`config.mk`:
```
export PLATFORM = sky130hd
export DESIGN_NAME = usi_core
export DESIGN_NICKNAME = d
export VERILOG_FILES = /design/src/core/usi_pkg.sv /design/src/core/usi_core.sv
export SDC_FILE = /design/constraint.sdc
export NUM_CORES = 1
export LEC_CHECK = 0
export BUFFER_PORTS_ARGS = -buffer_cell sky130_fd_sc_hd__buf_4
export CAP_MARGIN = 20
export CORE_ASPECT_RATIO = 1.2
export CORE_MARGIN = 5
export CORE_UTILIZATION = 49
export DETAILED_ROUTE_END_ITERATION = 10
export HOLD_SLACK_MARGIN = 0.05
export PLACE_DENSITY = 0.9
export SLEW_MARGIN = 20
export SYNTH_ARGS = -nofsm -noshare
export SYNTH_HDL_FRONTEND = slang
export SYNTH_SLANG_ARGS = --single-unit
```
`constraint.sdc`:
```
create_clock -name ref_clk -period 2.98 [get_ports ref_clk]
set_clock_uncertainty 0.2 [all_clocks]
set_input_delay 0.149 -clock ref_clk [delete_from_list [all_inputs] [get_ports ref_clk]]
set_output_delay 0.149 -clock ref_clk [all_outputs]
set_load 0.01 [all_outputs]
```
`src/core/usi_pkg.sv`:
```
// constants, register map and state record of the serial shift unit
// Summary of operation
// - two-wire follows bus protocol, no filtering
// - master clocks; only slave stretches the clock
// - two-wire shifts output on falling clock edge
// - start sets flag, then holds clock low
// - writing one clears start flag, releases hold
// - two-wire slave samples data on rising clock
// - counter overflow holds clock low until released; the code holds only in wire mode 11
// - acknowledge by driving data low, preset 14
// - read bit one means slave drives data
// - bytes flow one way until stop or start
// - start detector delays data 50 to 300 ns
// - start detector only in two-wire mode
// - external clock counts both edges
// - counter preset to F overflows next edge
// - data register unbuffered, write beats shift
// - shift left on the selected clock source
// - inputs feed shifter even with wire mode zero
// - bit 7 drives output through clock-phase latch
// - external clock edge sets start flag otherwise
// - start flag with enables requests interrupt
// - counter wrap 15 to 0 sets overflow
// - writing one clears overflow, releases hold
// - mode 00 disables outputs, 01 three-wire
package usi_pkg;
	// register byte offsets on the bus
	localparam logic [11:0] OFFSET_DATA    = 12'h000;
	localparam logic [11:0] OFFSET_STATUS  = 12'h004;
	localparam logic [11:0] OFFSET_CONTROL = 12'h008;
	// status field positions
	localparam int STAT_START = 7;
	localparam int STAT_OVF   = 6;
	localparam int STAT_STOP  = 5;
	localparam int STAT_COLL  = 4;
	// control field positions
	localparam int CTRL_SIE     = 7;
	localparam int CTRL_OIE     = 6;
	localparam int CTRL_WM_HI   = 5;
	localparam int CTRL_WM_LO   = 4;
	localparam int CTRL_CS_HI   = 3;
	localparam int CTRL_CS_LO   = 2;
	localparam int CTRL_SWCLK   = 1;
	localparam int CTRL_TOGGLE  = 0;
	// wire mode and clock source encodings
	localparam logic [1:0] WM_OFF      = 2'h0;
	localparam logic [1:0] WM_THREE    = 2'h1;
	localparam logic [1:0] WM_TWO_HOLD = 2'h3;
	localparam logic [1:0] CS_SOFT     = 2'h0;
	localparam logic [1:0] CS_TIMER    = 2'h1;
	// start detector data delay and counter constants
	localparam int CLK_PERIOD_NS      = 10;
	localparam int START_DELAY_MIN_NS = 50;
	localparam int START_DELAY_MAX_NS = 300;
	localparam int START_DELAY_CYCLES = (START_DELAY_MIN_NS + CLK_PERIOD_NS - 1) / CLK_PERIOD_NS;
	localparam int START_DELAY_LIMIT  = START_DELAY_MAX_NS / CLK_PERIOD_NS;
	localparam logic [3:0] CNT_MAX = 4'hF;
	localparam logic [3:0] CNT_ONE = 4'h1;
	// whole state of the unit
	typedef struct packed {
		logic                          scl_s1;
		logic                          scl_s2;
		logic                          sda_s1;
		logic                          sda_s2;
		logic [START_DELAY_CYCLES-1:0] sda_dly;
		logic                          ext_prev;
		logic                          scl_prev;
		logic [7:0]                    shift;
		logic [3:0]                    cnt;
		logic                          start_flag;
		logic                          ovf_flag;
		logic                          stop_flag;
		logic                          start_ie;
		logic                          ovf_ie;
		logic [1:0]                    wire_mode;
		logic [1:0]                    clk_src;
		logic                          sw_clk_mode;
		logic                          port_clk;
		logic                          start_hold;
		logic                          ovf_hold;
		logic                          latch;
		logic                          do_out;
		logic                          do_oe;
		logic                          sda_oe;
		logic                          scl_out;
		logic                          scl_oe;
		logic                          start_irq;
		logic                          ovf_irq;
		logic                          pready;
		logic                          pslverr;
		logic [31:0]                   prdata;
	} state_type;
endpackage : usi_pkg

```
`src/core/usi_core.sv`:
```
// universal serial shift unit with apb register access
//
// Decided for this implementation: the register offsets and the APB interface to the registers.
`timescale 1ns/1ps
`default_nettype none
module usi_core
	import usi_pkg::*;
(
	input  wire logic        ref_clk,
	input  wire logic        sys_rst,
	input  wire logic        psel,
	input  wire logic        penable,
	input  wire logic        pwrite,
	input  wire logic [11:0] paddr,
	input  wire logic [31:0] pwdata,
	output var  logic [31:0] prdata,
	output var  logic        pready,
	output var  logic        pslverr,
	input  wire logic        serial_clock_pin,
	output var  logic        serial_clock_out,
	output var  logic        serial_clock_oe,
	input  wire logic        serial_data_in_pin,
	output var  logic        data_out_pin,
	output var  logic        data_out_oe,
	output var  logic        sda_out,
	output var  logic        sda_oe,
	input  wire logic        data_dir_out,
	input  wire logic        clock_dir_out,
	input  wire logic        timer_match,
	input  wire logic        global_irq_enable,
	output var  logic        start_irq_req,
	output var  logic        ovf_irq_req
);
	state_type s;
	state_type next_s;

	// register selection shared by read and write paths
	function automatic logic [1:0] reg_select(input logic [11:0] addr);
		if (addr == OFFSET_DATA) begin
			return 2'h1;
		end else if (addr == OFFSET_STATUS) begin
			return 2'h2;
		end else if (addr == OFFSET_CONTROL) begin
			return 2'h3;
		end else begin
			return 2'h0;
		end
	endfunction : reg_select

	logic       access;
	logic       wr_data;
	logic       wr_status;
	logic       wr_control;
	logic       two_wire;
	logic       three_wire;
	logic       ext_level;
	logic       ext_rise;
	logic       ext_fall;
	logic       scl_rise;
	logic       scl_fall;
	logic       soft_strobe;
	logic       cnt_tick;
	logic       shift_tick;
	logic       start_cond;
	logic       stop_cond;
	logic       any_edge_start;
	logic       latch_open;
	logic       ovf_event;
	logic [7:0] status_view;
	logic [7:0] control_view;

	// bus decode; a write lands on the edge that sees pready high
	always_comb begin
		access      = psel & penable & s.pready;
		wr_data     = access & pwrite & (reg_select(paddr) == 2'h1);
		wr_status   = access & pwrite & (reg_select(paddr) == 2'h2);
		wr_control  = access & pwrite & (reg_select(paddr) == 2'h3);
		two_wire    = s.wire_mode[1];
		three_wire  = (s.wire_mode == WM_THREE);
		status_view = {s.start_flag, s.ovf_flag, s.stop_flag,
			two_wire & (s.shift[7] != s.sda_s2), s.cnt};
		control_view = {s.start_ie, s.ovf_ie, s.wire_mode, s.clk_src, 2'h0};
	end

	// clock edge detection and clock source selection
	always_comb begin
		ext_level   = s.sw_clk_mode ? s.port_clk : s.scl_s2;
		ext_rise    = ext_level & ~s.ext_prev;
		ext_fall    = ~ext_level & s.ext_prev;
		scl_rise    = s.scl_s2 & ~s.scl_prev;
		scl_fall    = ~s.scl_s2 & s.scl_prev;
		soft_strobe = wr_control & pwdata[CTRL_SWCLK] & (s.clk_src == CS_SOFT);
		if (s.clk_src[1]) begin
			cnt_tick   = ext_rise | ext_fall;
			shift_tick = s.clk_src[0] ? ext_fall : ext_rise;
		end else if (s.clk_src == CS_TIMER) begin
			cnt_tick   = timer_match;
			shift_tick = timer_match;
		end else begin
			cnt_tick   = soft_strobe;
			shift_tick = soft_strobe;
		end
		ovf_event = cnt_tick & (s.cnt == CNT_MAX) & ~wr_status;
	end

	// start and stop seen on delayed data while the clock is high
	always_comb begin
		start_cond = two_wire & s.scl_s2 & s.sda_dly[START_DELAY_CYCLES-1]
			& ~s.sda_dly[START_DELAY_CYCLES-2];
		stop_cond  = two_wire & s.scl_s2 & ~s.sda_dly[START_DELAY_CYCLES-1]
			& s.sda_dly[START_DELAY_CYCLES-2];
		any_edge_start = ~two_wire & s.clk_src[1] & ~s.sw_clk_mode
			& (scl_rise | scl_fall);
		latch_open = ~s.clk_src[1] | (s.clk_src[0] ? ext_level : ~ext_level);
	end

	// next state of the whole unit
	always_comb begin
		next_s = s;
		next_s.scl_s1   = serial_clock_pin;
		next_s.scl_s2   = s.scl_s1;
		next_s.sda_s1   = serial_data_in_pin;
		next_s.sda_s2   = s.sda_s1;
		next_s.sda_dly  = {s.sda_dly[START_DELAY_CYCLES-2:0], s.sda_s2};
		next_s.ext_prev = ext_level;
		next_s.scl_prev = s.scl_s2;
		// shift register: a bus write beats a shift in the same cycle
		if (wr_data) begin
			next_s.shift = pwdata[7:0];
		end else if (shift_tick) begin
			next_s.shift = {s.shift[6:0], s.sda_s2};
		end
		// counter: written value beats a count edge
		if (wr_status) begin
			next_s.cnt = pwdata[3:0];
		end else if (cnt_tick) begin
			next_s.cnt = s.cnt + CNT_ONE;
		end
		// sticky flags, a start or stop set in the clearing cycle wins
		if (wr_status & pwdata[STAT_START]) begin
			next_s.start_flag = 1'b0;
		end
		if (start_cond | any_edge_start) begin
			next_s.start_flag = 1'b1;
		end
		if (wr_status & pwdata[STAT_OVF]) begin
			next_s.ovf_flag = 1'b0;
		end
		if (ovf_event) begin
			next_s.ovf_flag = 1'b1;
		end
		if (wr_status & pwdata[STAT_STOP]) begin
			next_s.stop_flag = 1'b0;
		end
		if (stop_cond) begin
			next_s.stop_flag = 1'b1;
		end
		// control register and its strobes
		if (wr_control) begin
			next_s.start_ie    = pwdata[CTRL_SIE];
			next_s.ovf_ie      = pwdata[CTRL_OIE];
			next_s.wire_mode   = pwdata[CTRL_WM_HI:CTRL_WM_LO];
			next_s.clk_src     = pwdata[CTRL_CS_HI:CTRL_CS_LO];
			next_s.sw_clk_mode = pwdata[CTRL_SWCLK] & pwdata[CTRL_CS_HI];
			if (pwdata[CTRL_TOGGLE]) begin
				next_s.port_clk = ~s.port_clk;
			end
		end
		// clock holds: after start on next falling edge, after overflow in wire mode 11
		next_s.start_hold = next_s.start_flag & two_wire & (s.start_hold | scl_fall);
		next_s.ovf_hold   = next_s.ovf_flag & (s.wire_mode == WM_TWO_HOLD)
			& (s.ovf_hold | ovf_event);
		// output latch follows bit 7 while open
		if (latch_open) begin
			next_s.latch = next_s.shift[7];
		end
		// pin drivers per wire mode; mode 00 leaves the pins alone
		next_s.do_out  = next_s.latch;
		// data drivers follow the mode being entered, so a mode change never leaves one on
		next_s.do_oe   = (next_s.wire_mode == WM_THREE) & data_dir_out;
		next_s.sda_oe  = next_s.wire_mode[1] & data_dir_out & ~next_s.latch;
		if (two_wire) begin
			next_s.scl_out = 1'b0;
			next_s.scl_oe  = next_s.start_hold | next_s.ovf_hold
				| (clock_dir_out & ~next_s.port_clk);
		end else begin
			next_s.scl_out = next_s.port_clk;
			next_s.scl_oe  = three_wire & clock_dir_out;
		end
		// interrupt requests
		next_s.start_irq = next_s.start_flag & next_s.start_ie & global_irq_enable;
		next_s.ovf_irq   = next_s.ovf_flag & next_s.ovf_ie & global_irq_enable;
		// apb: one wait state, read data captured with pready
		next_s.pready  = psel & penable & ~s.pready;
		next_s.pslverr = 1'b0;
		next_s.prdata  = '0;
		if (psel & penable & ~s.pready) begin
			if (reg_select(paddr) == 2'h1) begin
				next_s.prdata = {24'h000000, s.shift};
			end else if (reg_select(paddr) == 2'h2) begin
				next_s.prdata = {24'h000000, status_view};
			end else if (reg_select(paddr) == 2'h3) begin
				next_s.prdata = {24'h000000, control_view};
			end else begin
				next_s.pslverr = 1'b1;
			end
		end
	end

	// state register
	always_ff @(posedge ref_clk or posedge sys_rst) begin
		if (sys_rst) begin
			s <= '0;
		end else begin
			s <= next_s;
		end
	end

	// outputs straight from the state register, except sda_out, which is tied low
	assign prdata           = s.prdata;
	assign pready           = s.pready;
	assign pslverr          = s.pslverr;
	assign serial_clock_out = s.scl_out;
	assign serial_clock_oe  = s.scl_oe;
	assign data_out_pin     = s.do_out;
	assign data_out_oe      = s.do_oe;
	assign sda_out          = 1'b0;
	assign sda_oe           = s.sda_oe;
	assign start_irq_req    = s.start_irq;
	assign ovf_irq_req      = s.ovf_irq;
endmodule : usi_core
`default_nettype wire

```
After elaboration in Yosys (flattened, before gate mapping) --
Cells that the tools add are included.
Storage, ports and cells: word-level logic and storage cells 150, memories 0, bits in read-only memories 0, RAM bits 0, bits in registers 77, bits in latches 0
Cells by class: shifts and indexed selects 0, multiplexer cells 36, reduce and logical (&&, ||, !) cells 5, div/mod/pow operators 0, add/subtract/negate cells 1, order comparisons 0, multipliers 0, bitwise operators 63, eq/ne operators 14
Operators with widths (number):
- 8-bit 2-to-1 mux | 6
- 1-bit bitwise AND | 41
- 33-bit 2-to-1 mux | 1
- 2-bit 2-to-1 mux | 10
- 1-bit 2-to-1 mux | 17
- 1-bit inverter | 14
- 12-bit by 3-bit equality test with 1-bit output, second input constant | 1
- 12-bit by 4-bit equality test with 1-bit output, second input constant | 1
- 12-bit zero test | 1
- 2-bit by 1-bit equality test with 1-bit output, second input constant | 5
- 2-bit equality test, second input constant | 5
- 4-bit 2-to-1 mux | 2
- 1-bit bitwise OR | 8
- 2-bit nonzero test | 3
- 4-bit by 1-bit adder with 4-bit output, second input constant | 1
- 4-bit equality test, second input constant | 1
- 2-bit zero test | 1
- 1-bit != test | 1

Depth between registers and ports, before layout --
Gate-level depths: netlist of run 1.
depth after elaboration 18, gate-level depth with buffers 7

Worst setup path before layout of run 1 --
OpenSTA, ideal clock, no wires.
path type reg2reg, start point reg s[45] (netlist name), end point reg s[66] (netlist name), path buffers 0, library setup time 0.125 ns, required time 2.655 ns, cell stages (with the launch flop) 8, data arrival time 1.912 ns, setup slack 0.743 ns, path through dfrtp_1 > mux2i_1 > ha_1 > mux2_2 > a22o_1 > a31oi_4 > o21ai_0 > mux2_2
RTL lines:
- from (decl) | line usi_core.sv:34 | state_type s;
- from (signal assigned) | line usi_core.sv:215 | s <= next_s;

==> flow_summary.ini, run 1 <==
[final_layout]
antenna-diode-count = 0
stdcell_count = 361
p_r_area_growth_vs_syn_pct = 19.2
most-common-layout-cells = dfrtp_1 (53), buf_4 (52), conb_1 (25)
layout_commonest_cell = dfrtp_1
layout-drive-gt1-share_pct = 26.4
design.final.nets = 358

[clocking]
clkLatencyLatePin_ns = 0.30
clkTransAtPathRegs_ns = 0.09
cts_made_buffers = 5
longest_clk_path_bufs = 2
tritoncts = done
clock_sink_count = 53
clock-root-buffer = clkbuf_8
cts_max_level = 2

[yosys]
synth-seq-cells = 53
synth.yosys.warnings = 0
synth_ff_type = dfrtp_1
post_synth_fa_ha_maj_area_fraction_pct = 1.87
synth_edf_count = 0
synth.yosys.seq_area_share_pct = 49.6
postSynthCellCount = 240
synth_simple_gate_area_share_pct = 15.4
post_synth_num_cell_types = 54
synth_compound_area_share_pct = 12.2
synth.cell_area_sq_mm = 0.00267
synth_xor_area_share_pct = 0.984
synth_area_per_cell_sq_um = 11.1
yosys-mux-area-fraction_pct = 7.49
synth_top_family_by_area = simple AND/OR/NAND/NOR gates
postSynth.asyncResetShare_pct = 100

[detailed_routing]
met3_length_microns = 351
dr.pass1.iters = 4
detailedRoute.firstIterationViolations = 174
drt.antenna.violating_nets = 0
dr_total_vias = 1940
wire_per_inst_microns = 15.5
highest-signal-layer = met4
met1_length_microns = 2210
detail_route.drc_violations = 0
route.met2.wl_microns = 2900
route.final.wire_length_microns = 5600
vias_per_cell = 5.37

[die]
initial_utilization_pct = 50.4
die-height_microns = 90.9
die_x_microns = 77.4
rows = 29
placeableCoreArea_sq_mm = 0.00530
area_of_the_die_sq_mm = 0.00703
ios = 97

[power_and_ir_drop]
power_leakage_nw = 1.65
vdd_drop_max_uv = 346
p_per_area_mw_per_mm2 = 387

[critical_path]
crit_path_max_fanout = 9
critPathSlowestCell = dlygate4sd3_1
reg2reg_depth = 6
critical_path_buf_inv_count = 2
crit_path_cell_trace = nand4_1 > nor4_4 > buf_4 > mux2_2 > and3_1 > dlygate4sd3_1
worst_r2r_startpoint = pready
critical_path.top_delay_family = simple AND/OR/NAND/NOR gates
biggest_cell_delay_along_the_critical_path_ns = 0.54
worst_ep_required_time_ns = 2.97
worst-setup-path-type = reg2reg
reg2reg_slack_ns = 0.16
cp_data_arrival_time_ns = 2.82
timing.rr.end = data_out_oe
critical_path.startpoint_type = flop
crit_path_end_kind = flop

[grt]
grt_pass1_vias = 1916
first_pass_grt_wire_length_microns = 9140
grt_antenna_before_repair = 0
grt_overflow = 0
maximum_number_of_pins_on_one_net_before_global_route_repair = 54
grt_usage_pct = 16.1

[placed_design]
place_congestion = 0.907
post-dp-hpwl_microns = 4100
post-place-ws_ns = 0.423
dp.cells = 339
buffer_ports.inserted = 47

[hold_path]
hold-path-cell-count = 3
hp-start = psel
min_path_type = in2reg
worst_hold_path.endpoint = prdata[4]

[timing]
post-route-min-period_ns = 2.82
rsz0062_at_grt = no
worst_pin_slew_ns = 0.877
drv_slew = 0
setup_viol = 0
post-route-period-util_pct = 94.8
max_slew_margin_pct = 41.5
timing_hold_violations_final = 0
fmax_mhz = 354
layout_setup_ws_ns = 0.155
aggregate_negative_setup_slack_ns = 0

[flow_run]
max_cap_viol_count = 0

[status]
status = finished clean
## cell families after synthesis
group	Yosys count
buf+inv	51
xor+xnor	3
simple gates	65
flops	53
mux	19
other cells	1
compound gates	44
fa+ha+maj	4
## metrics by stage
stage / util [%] / total power, mW / hold slack (ns) / instance area, sq um
4_1_cts: 60.1 / 1.24 / 0.136 / 3180
3_5_place_dp: 55.6 / 0.831 / 0.0597 / 2950
5_1_grt: 60.1 / 1.28 / 0.165 / 3180
3_3_place_gp: 55.6 / 0.829 / 0.0587 / 2950
2_1_floorplan: - / 0.810 / -0.0196 / 2760
6_report: 60.1 / 1.23 / 0.140 / 3180
## layer usage
| metal | GRT usage [%] | vias up |
|---|---|---|
| met1 | 19.3 | 931 |
| met2 | 27.9 | 76 |
| met5 | 0 | - |
| met4 | 6.73 | 0 |
| li1 | - | 916 |
| met3 | 2.89 | 17 |
## Yosys cell counts (all sizes together) (3+ instances only)
library cell   n  area [sq um]
dfrtp         53          1330
and2           3          18.8
nor2          10          37.5
nand2         17          63.8
a22oi          3          22.5
nor3           3          26.3
ha             4          50.1
and3           6          37.5
a222oi         4          40.0
o21ai         11          55.1
nor4           5          67.6
a21oi          9          45.0
inv           12          45.0
clkbuf         3          11.3
mux2           8          90.1
buf           36           272
or4            3          26.3
mux2i         11           110
## registers in the layout (all words and copies together) (netlist names)
name,cells
data_out_oe,1
start_irq_req,1
serial_clock_oe,1
data_out_pin,1
prdata,8
serial_clock_out,1
control_view,6
pready,1
pslverr,1
next_s,8
sda_oe,1
s,22
ovf_irq_req,1
## worst max-delay path by stage
stage,start,to,slack (ns),depth (start not counted)
floorplan,s[45],s[66],0.74,7
detailed placement,paddr[9],start_irq_req,0.42,6
finish,pready,data_out_oe,0.16,6
CTS,pready,data_out_oe,0.16,6
global route,pready,data_out_oe,0.03,6
global placement,paddr[9],start_irq_req,0.43,6
## worst register-to-register path: stages (launching register included)
cell,delay [ns]
dfrtp_1,0.39
nand4_1,0.32
nor4_4,0.47
buf_4,0.25
mux2_2,0.36
and3_1,0.18
dlygate4sd3_1,0.54
## power by group
part           switching (mW)  leakage (nW)  internal, mW  total (mW)
clock network           0.217        0.0443         0.185       0.402
registers             0.00478         0.690         0.727       0.732
logic                  0.0543         0.920        0.0453      0.0996
total                   0.276          1.65         0.957        1.23
## final cells by class
type	count	area [sq um]
Multi-Input combinational cell	160	1110
Tap cell	62	77.6
Inverter	12	46.3
Timing Repair Buffer	67	541
Clock buffer	7	86.3
Fill cell	437	2110
Sequential cell	53	1330
## what timing repair did
item,4_1_cts,5_1_grt
buffers inserted,0,0
endpoints found under the hold margin,83,0
gates resized for setup,0,0
hold buffers,15,0
No activity file was read; power rests on OpenSTA's default activity.
==> run 2: changes to the inputs <==
--- a/config.mk
+++ b/config.mk
@@ -7,9 +7,11 @@
 export LEC_CHECK = 0
 export BUFFER_PORTS_ARGS = -buffer_cell sky130_fd_sc_hd__buf_4
 export CAP_MARGIN = 20
+export CELL_PAD_IN_SITES_DETAIL_PLACEMENT = 2
+export CELL_PAD_IN_SITES_GLOBAL_PLACEMENT = 2
 export CORE_ASPECT_RATIO = 1.2
 export CORE_MARGIN = 5
-export CORE_UTILIZATION = 49
+export CORE_UTILIZATION = 30
 export DETAILED_ROUTE_END_ITERATION = 10
 export HOLD_SLACK_MARGIN = 0.05
 export PLACE_DENSITY = 0.9
==> flow_summary.ini, run 2 (same netlist as run 1, synthesis figures left out) <==
[timing]
drv_slew = 0
layout_setup_ws_ns = 0.439
post-route-min-period_ns = 2.54
max_slew_margin_pct = 42.3
aggregate_negative_setup_slack_ns = 0
worst_pin_slew_ns = 0.864
timing_hold_violations_final = 0
setup_viol = 0
fmax_mhz = 394
post-route-period-util_pct = 85.3
rsz0062_at_grt = no

[grt]
maximum_number_of_pins_on_one_net_before_global_route_repair = 34
grt_overflow = 0
grt_antenna_before_repair = 0
grt_usage_pct = 15.2
grt_pass1_vias = 2329
first_pass_grt_wire_length_microns = 12500

[final_layout]
layout-drive-gt1-share_pct = 27.6
final_core_utilization_pct = 38.0
stdcell_count = 418
filler_cell_count = 928
design.final.nets = 360
largest_register_ff_count = 22
register_containing_the_most_flip_flops_in_the_final_layout = s
antenna-diode-count = 0
most-common-layout-cells = dfrtp_1 (53), buf_4 (53), conb_1 (25)
p_r_area_growth_vs_syn_pct = 23.3
design_area_sq_mm = 0.00329

[power_and_ir_drop]
power.combinational.fraction_pct = 8.4
switch_share_pct = 23.9
cellInternalPower_mw = 0.959
power.share.clock_pct = 33.5
power_leakage_nw = 1.67
p_per_area_mw_per_mm2 = 383
vdd_drop_max_uv = 260
seqPwrFrac_pct = 58.1
p_sw_mw = 0.301

[placed_design]
place_congestion = 0.844
detailed_place.area_sq_mm = 0.00306
buffer_ports.inserted = 47
post-dp-hpwl_microns = 5850
dp.cells = 397
post-place-ws_ns = 0.228

[detailed_routing]
dr.pass1.iters = 4
wire_per_inst_microns = 18.8
detailedRoute.firstIterationViolations = 89
dr_total_vias = 2030
drt.antenna.violating_nets = 0
route.final.wire_length_microns = 7860
vias_per_cell = 4.86
detail_route.drc_violations = 0

[die]
rows = 37
placeableCoreArea_sq_mm = 0.00866
die-height_microns = 113
initial_utilization_pct = 30.9
die_x_microns = 96.1
area_of_the_die_sq_mm = 0.0109
ios = 97

[clocking]
cts_made_buffers = 5
clkLatencyLatePin_ns = 0.31
clock-root-buffer = clkbuf_8
tritoncts = done
cts_max_level = 2
clock_sink_count = 53
cts-resized-gates = 0
clkTransAtPathRegs_ns = 0.09
longest_clk_path_bufs = 2

[critical_path]
worst_ep_required_time_ns = 2.95
critical_path.startpoint_type = flop
worst-setup-path-type = reg2reg
timing.rr.end = s[61]
cp_data_arrival_time_ns = 2.52
reg2reg_depth = 7
crit_path_max_fanout = 9
worst_setup_path_startpoint = s[45]
crit_path_end_kind = flop
reg2reg_slack_ns = 0.44
worst_r2r_startpoint = s[45]
critical_path.endpoint = s[61]

[hold_path]
min_path_type = reg2reg
hp-start = next_s[71]

[flow_run]
max_cap_viol_count = 0

[status]
status = finished clean
-- run 2: power groups by stage --
stage          logic [mW]  clock network [mW]  registers, mW
5_1_grt             0.118               0.464          0.734
4_1_cts             0.106               0.436          0.733
6_report            0.106               0.423          0.733
3_5_place_dp       0.0910                   0          0.747
3_3_place_gp       0.0844                   0          0.746
2_1_floorplan      0.0640                   0          0.746
-- run 2: timing repair --
action,in CTS,in global routing
endpoints found under the hold margin,50,0
hold buffers,14,0
endpoints found under the setup margin,0,0
buffers inserted,0,0
-- run 2: worst min path at each step --
stage	to	cells after the start	slack, ns
floorplan	next_s[74]	0	-0.02
CTS	next_s[72]	0	0.16
finish	next_s[72]	0	0.16
global placement	next_s[74]	1	0.06
detailed placement	s[58]	2	0.007
global route	next_s[72]	0	0.17
-- run 2: per-layer routing --
metal	GRT usage [%]	up-vias	part of all wire (%)
met2	27.9	61	56
li1	-	921	-
met5	0	-	0
met4	4.84	0	2.1
met1	17.4	1032	38
met3	2.77	16	4.4
-- run 2: final cells by class --
class | instances | area, sq um | share of cell area, %
Multi-Input combinational cell | 160 | 1110 | 33.6
Sequential cell | 53 | 1330 | 40.3
Timing Repair Buffer | 69 | 578 | 17.6
Clock inverter | 1 | 7.51 | 0.228
Tap cell | 117 | 146 | 4.45
Clock buffer | 6 | 82.6 | 2.51
Inverter | 12 | 45.0 | 1.37
-- run 2: critical path, cell delays in order (launching register included) --
cell,delay (ns)
dfrtp_1,0.43
mux2i_1,0.19
ha_1,0.23
mux2_2,0.26
a22o_1,0.28
a31oi_4,0.38
mux2i_1,0.29
o21ai_0,0.14
-- run 2: per-stage QoR --
stage          power (mW)  hold WS [ns]
6_report             1.26         0.157
5_1_grt              1.32         0.174
4_1_cts              1.28         0.161
3_5_place_dp        0.838       0.00716
3_3_place_gp        0.831        0.0584
2_1_floorplan       0.810       -0.0196
==> run 3: changes to the inputs <==
==> constraint.sdc (replaced) <==
create_clock -name ref_clk -period 2.98 [get_ports ref_clk]
set_clock_uncertainty 0.2 [all_clocks]
set_input_delay 0.596 -clock ref_clk [delete_from_list [all_inputs] [get_ports ref_clk]]
set_output_delay 0.596 -clock ref_clk [all_outputs]
set_load 0.01 [all_outputs]
==> flow_summary.ini, run 3 (same netlist as run 1, synthesis figures left out) <==
[status]
status = finished clean

[hold_path]
min_path_type = reg2reg
worst_hold_path.endpoint = next_s[73]
hp-start = next_s[72]
hold-path-cell-count = 0

[die]
area_of_the_die_sq_mm = 0.0109
die-height_microns = 113
initial_utilization_pct = 30.9
ios = 97
rows = 37
placeableCoreArea_sq_mm = 0.00866
die_x_microns = 96.1

[clocking]
cts_hold_repair.buffers = 0
cts-resized-gates = 0
tritoncts = done
clock-root-buffer = clkbuf_8
post-cts-setup-buffer-count = 0
longest_clk_path_bufs = 2
cts_max_level = 2
cts_made_buffers = 5
clkTransAtPathRegs_ns = 0.10
clkLatencyLatePin_ns = 0.32
clock_sink_count = 53

[critical_path]
cp_data_arrival_time_ns = 2.57
reg2reg_depth = 8
critical_path.top_delay_family = simple AND/OR/NAND/NOR gates
cpMostUsedCell = buf_4
worst_r2r_startpoint = s[45]
critPathSlowestCell = or4_1
worst_ep_required_time_ns = 2.98
biggest_cell_delay_along_the_critical_path_ns = 0.67
crit_path_cell_trace = buf_4 > or4_1 > nor4_4 > buf_4 > nand3b_1 > a31o_2 > a211o_1
timing.rr.end = s[62]
crit_path_max_fanout = 7
crit_path_end_kind = flop
worst-setup-path-type = in2reg
critical_path.startpoint_type = primary input
critical_path_buf_inv_count = 2
reg2reg_slack_ns = 0.56

[placed_design]
buffer_ports.inserted = 47
post-dp-hpwl_microns = 6150
place_congestion = 0.856
detailed_place.area_sq_mm = 0.00310

[power_and_ir_drop]
power.combinational.fraction_pct = 6.7
power.total_mw = 1.33
switch_share_pct = 23.5
p_sw_mw = 0.311
vdd_drop_max_uv = 168
seqPwrFrac_pct = 55.3
power.share.clock_pct = 38.0
p_per_area_mw_per_mm2 = 413
power_leakage_nw = 1.66
cellInternalPower_mw = 1.01

[timing]
timing_hold_violations_final = 0
worst_pin_slew_ns = 0.750
finalHoldWorstSlack_ns = 0.157
post-route-min-period_ns = 2.57
post-route-period-util_pct = 86.2
rsz0062_at_grt = no
drv_slew = 0
aggregate_negative_setup_slack_ns = 0
max_slew_margin_pct = 49.9
setup_viol = 0
fmax_mhz = 389

[detailed_routing]
route.final.wire_length_microns = 7900
detail_route.drc_violations = 0
dr.pass1.iters = 6
detailedRoute.firstIterationViolations = 82
wire_per_inst_microns = 19.1
drt.antenna.violating_nets = 0
vias_per_cell = 4.93
dr_total_vias = 2035

[final_layout]
register_containing_the_most_flip_flops_in_the_final_layout = s
layout_commonest_cell = buf_4
largest_register_ff_count = 22
design_area_sq_mm = 0.00321
most-common-layout-cells = buf_4 (63), dfrtp_1 (53), conb_1 (25)
p_r_area_growth_vs_syn_pct = 20.2
design.final.nets = 354
final_core_utilization_pct = 37.1
antenna-diode-count = 0
layout-drive-gt1-share_pct = 31.1

[grt]
grt_usage_pct = 15.0
grt_pass1_vias = 2375
first_pass_grt_wire_length_microns = 12400
maximum_number_of_pins_on_one_net_before_global_route_repair = 54
grt_overflow = 0
grt_antenna_before_repair = 0

[flow_run]
max_cap_viol_count = 0
run 3: changes by cell type in the layout (fill, tap and decap cells not counted), sizes merged:
| cell | delta |
|---|---|
| inv | +1 |
| bufinv | +1 |
| clkbuf | -1 |
| buf | +8 |
| clkinv | +1 |
| dlygate4sd3 | -14 |
| clkinvlp | -1 |
run 3: layout make-up:
class,count,area (sq um)
fill,947,5450
sequential,53,1330
multi-input combinational,160,1110
clock buffer,5,68.8
timing repair buffer,63,473
inverter,12,45.0
clock inverter,3,43.8
tap,117,146
run 3: worst max-delay path by stage:
stage,startpoint,depth (start not counted),to,slack [ns]
floorplan,paddr[9],6,data_out_oe,0.32
global placement,paddr[9],7,serial_clock_oe,0.13
detailed placement,paddr[9],7,serial_clock_oe,0.07
CTS,paddr[9],7,serial_clock_oe,0.40
global route,paddr[9],8,s[59],0.35
finish,paddr[9],7,serial_clock_oe,0.41
run 3: layer usage:
layer,global-route usage (%),vias up,part of all wire [%]
met2,27.5,66,55
met1,17.5,1055,38
li1,-,902,-
met4,4.93,0,1.7
met3,2.18,12,4.9
met5,0,-,0
run 3: metrics by stage:
stage          std cells  worst slack, ns
6_report             413            0.410
5_1_grt              413            0.346
4_1_cts              413            0.399
3_5_place_dp         405           0.0682
3_3_place_gp         405            0.133
2_1_floorplan        264            0.320
run 3: power by group through the flow:
stage          logic [mW]  clock network [mW]  registers (mW)
2_1_floorplan      0.0640                   0           0.746
3_3_place_gp       0.0859                   0           0.746
3_5_place_dp       0.0895                   0           0.747
4_1_cts            0.0901               0.518           0.733
5_1_grt            0.0993               0.548           0.734
6_report           0.0892               0.503           0.733
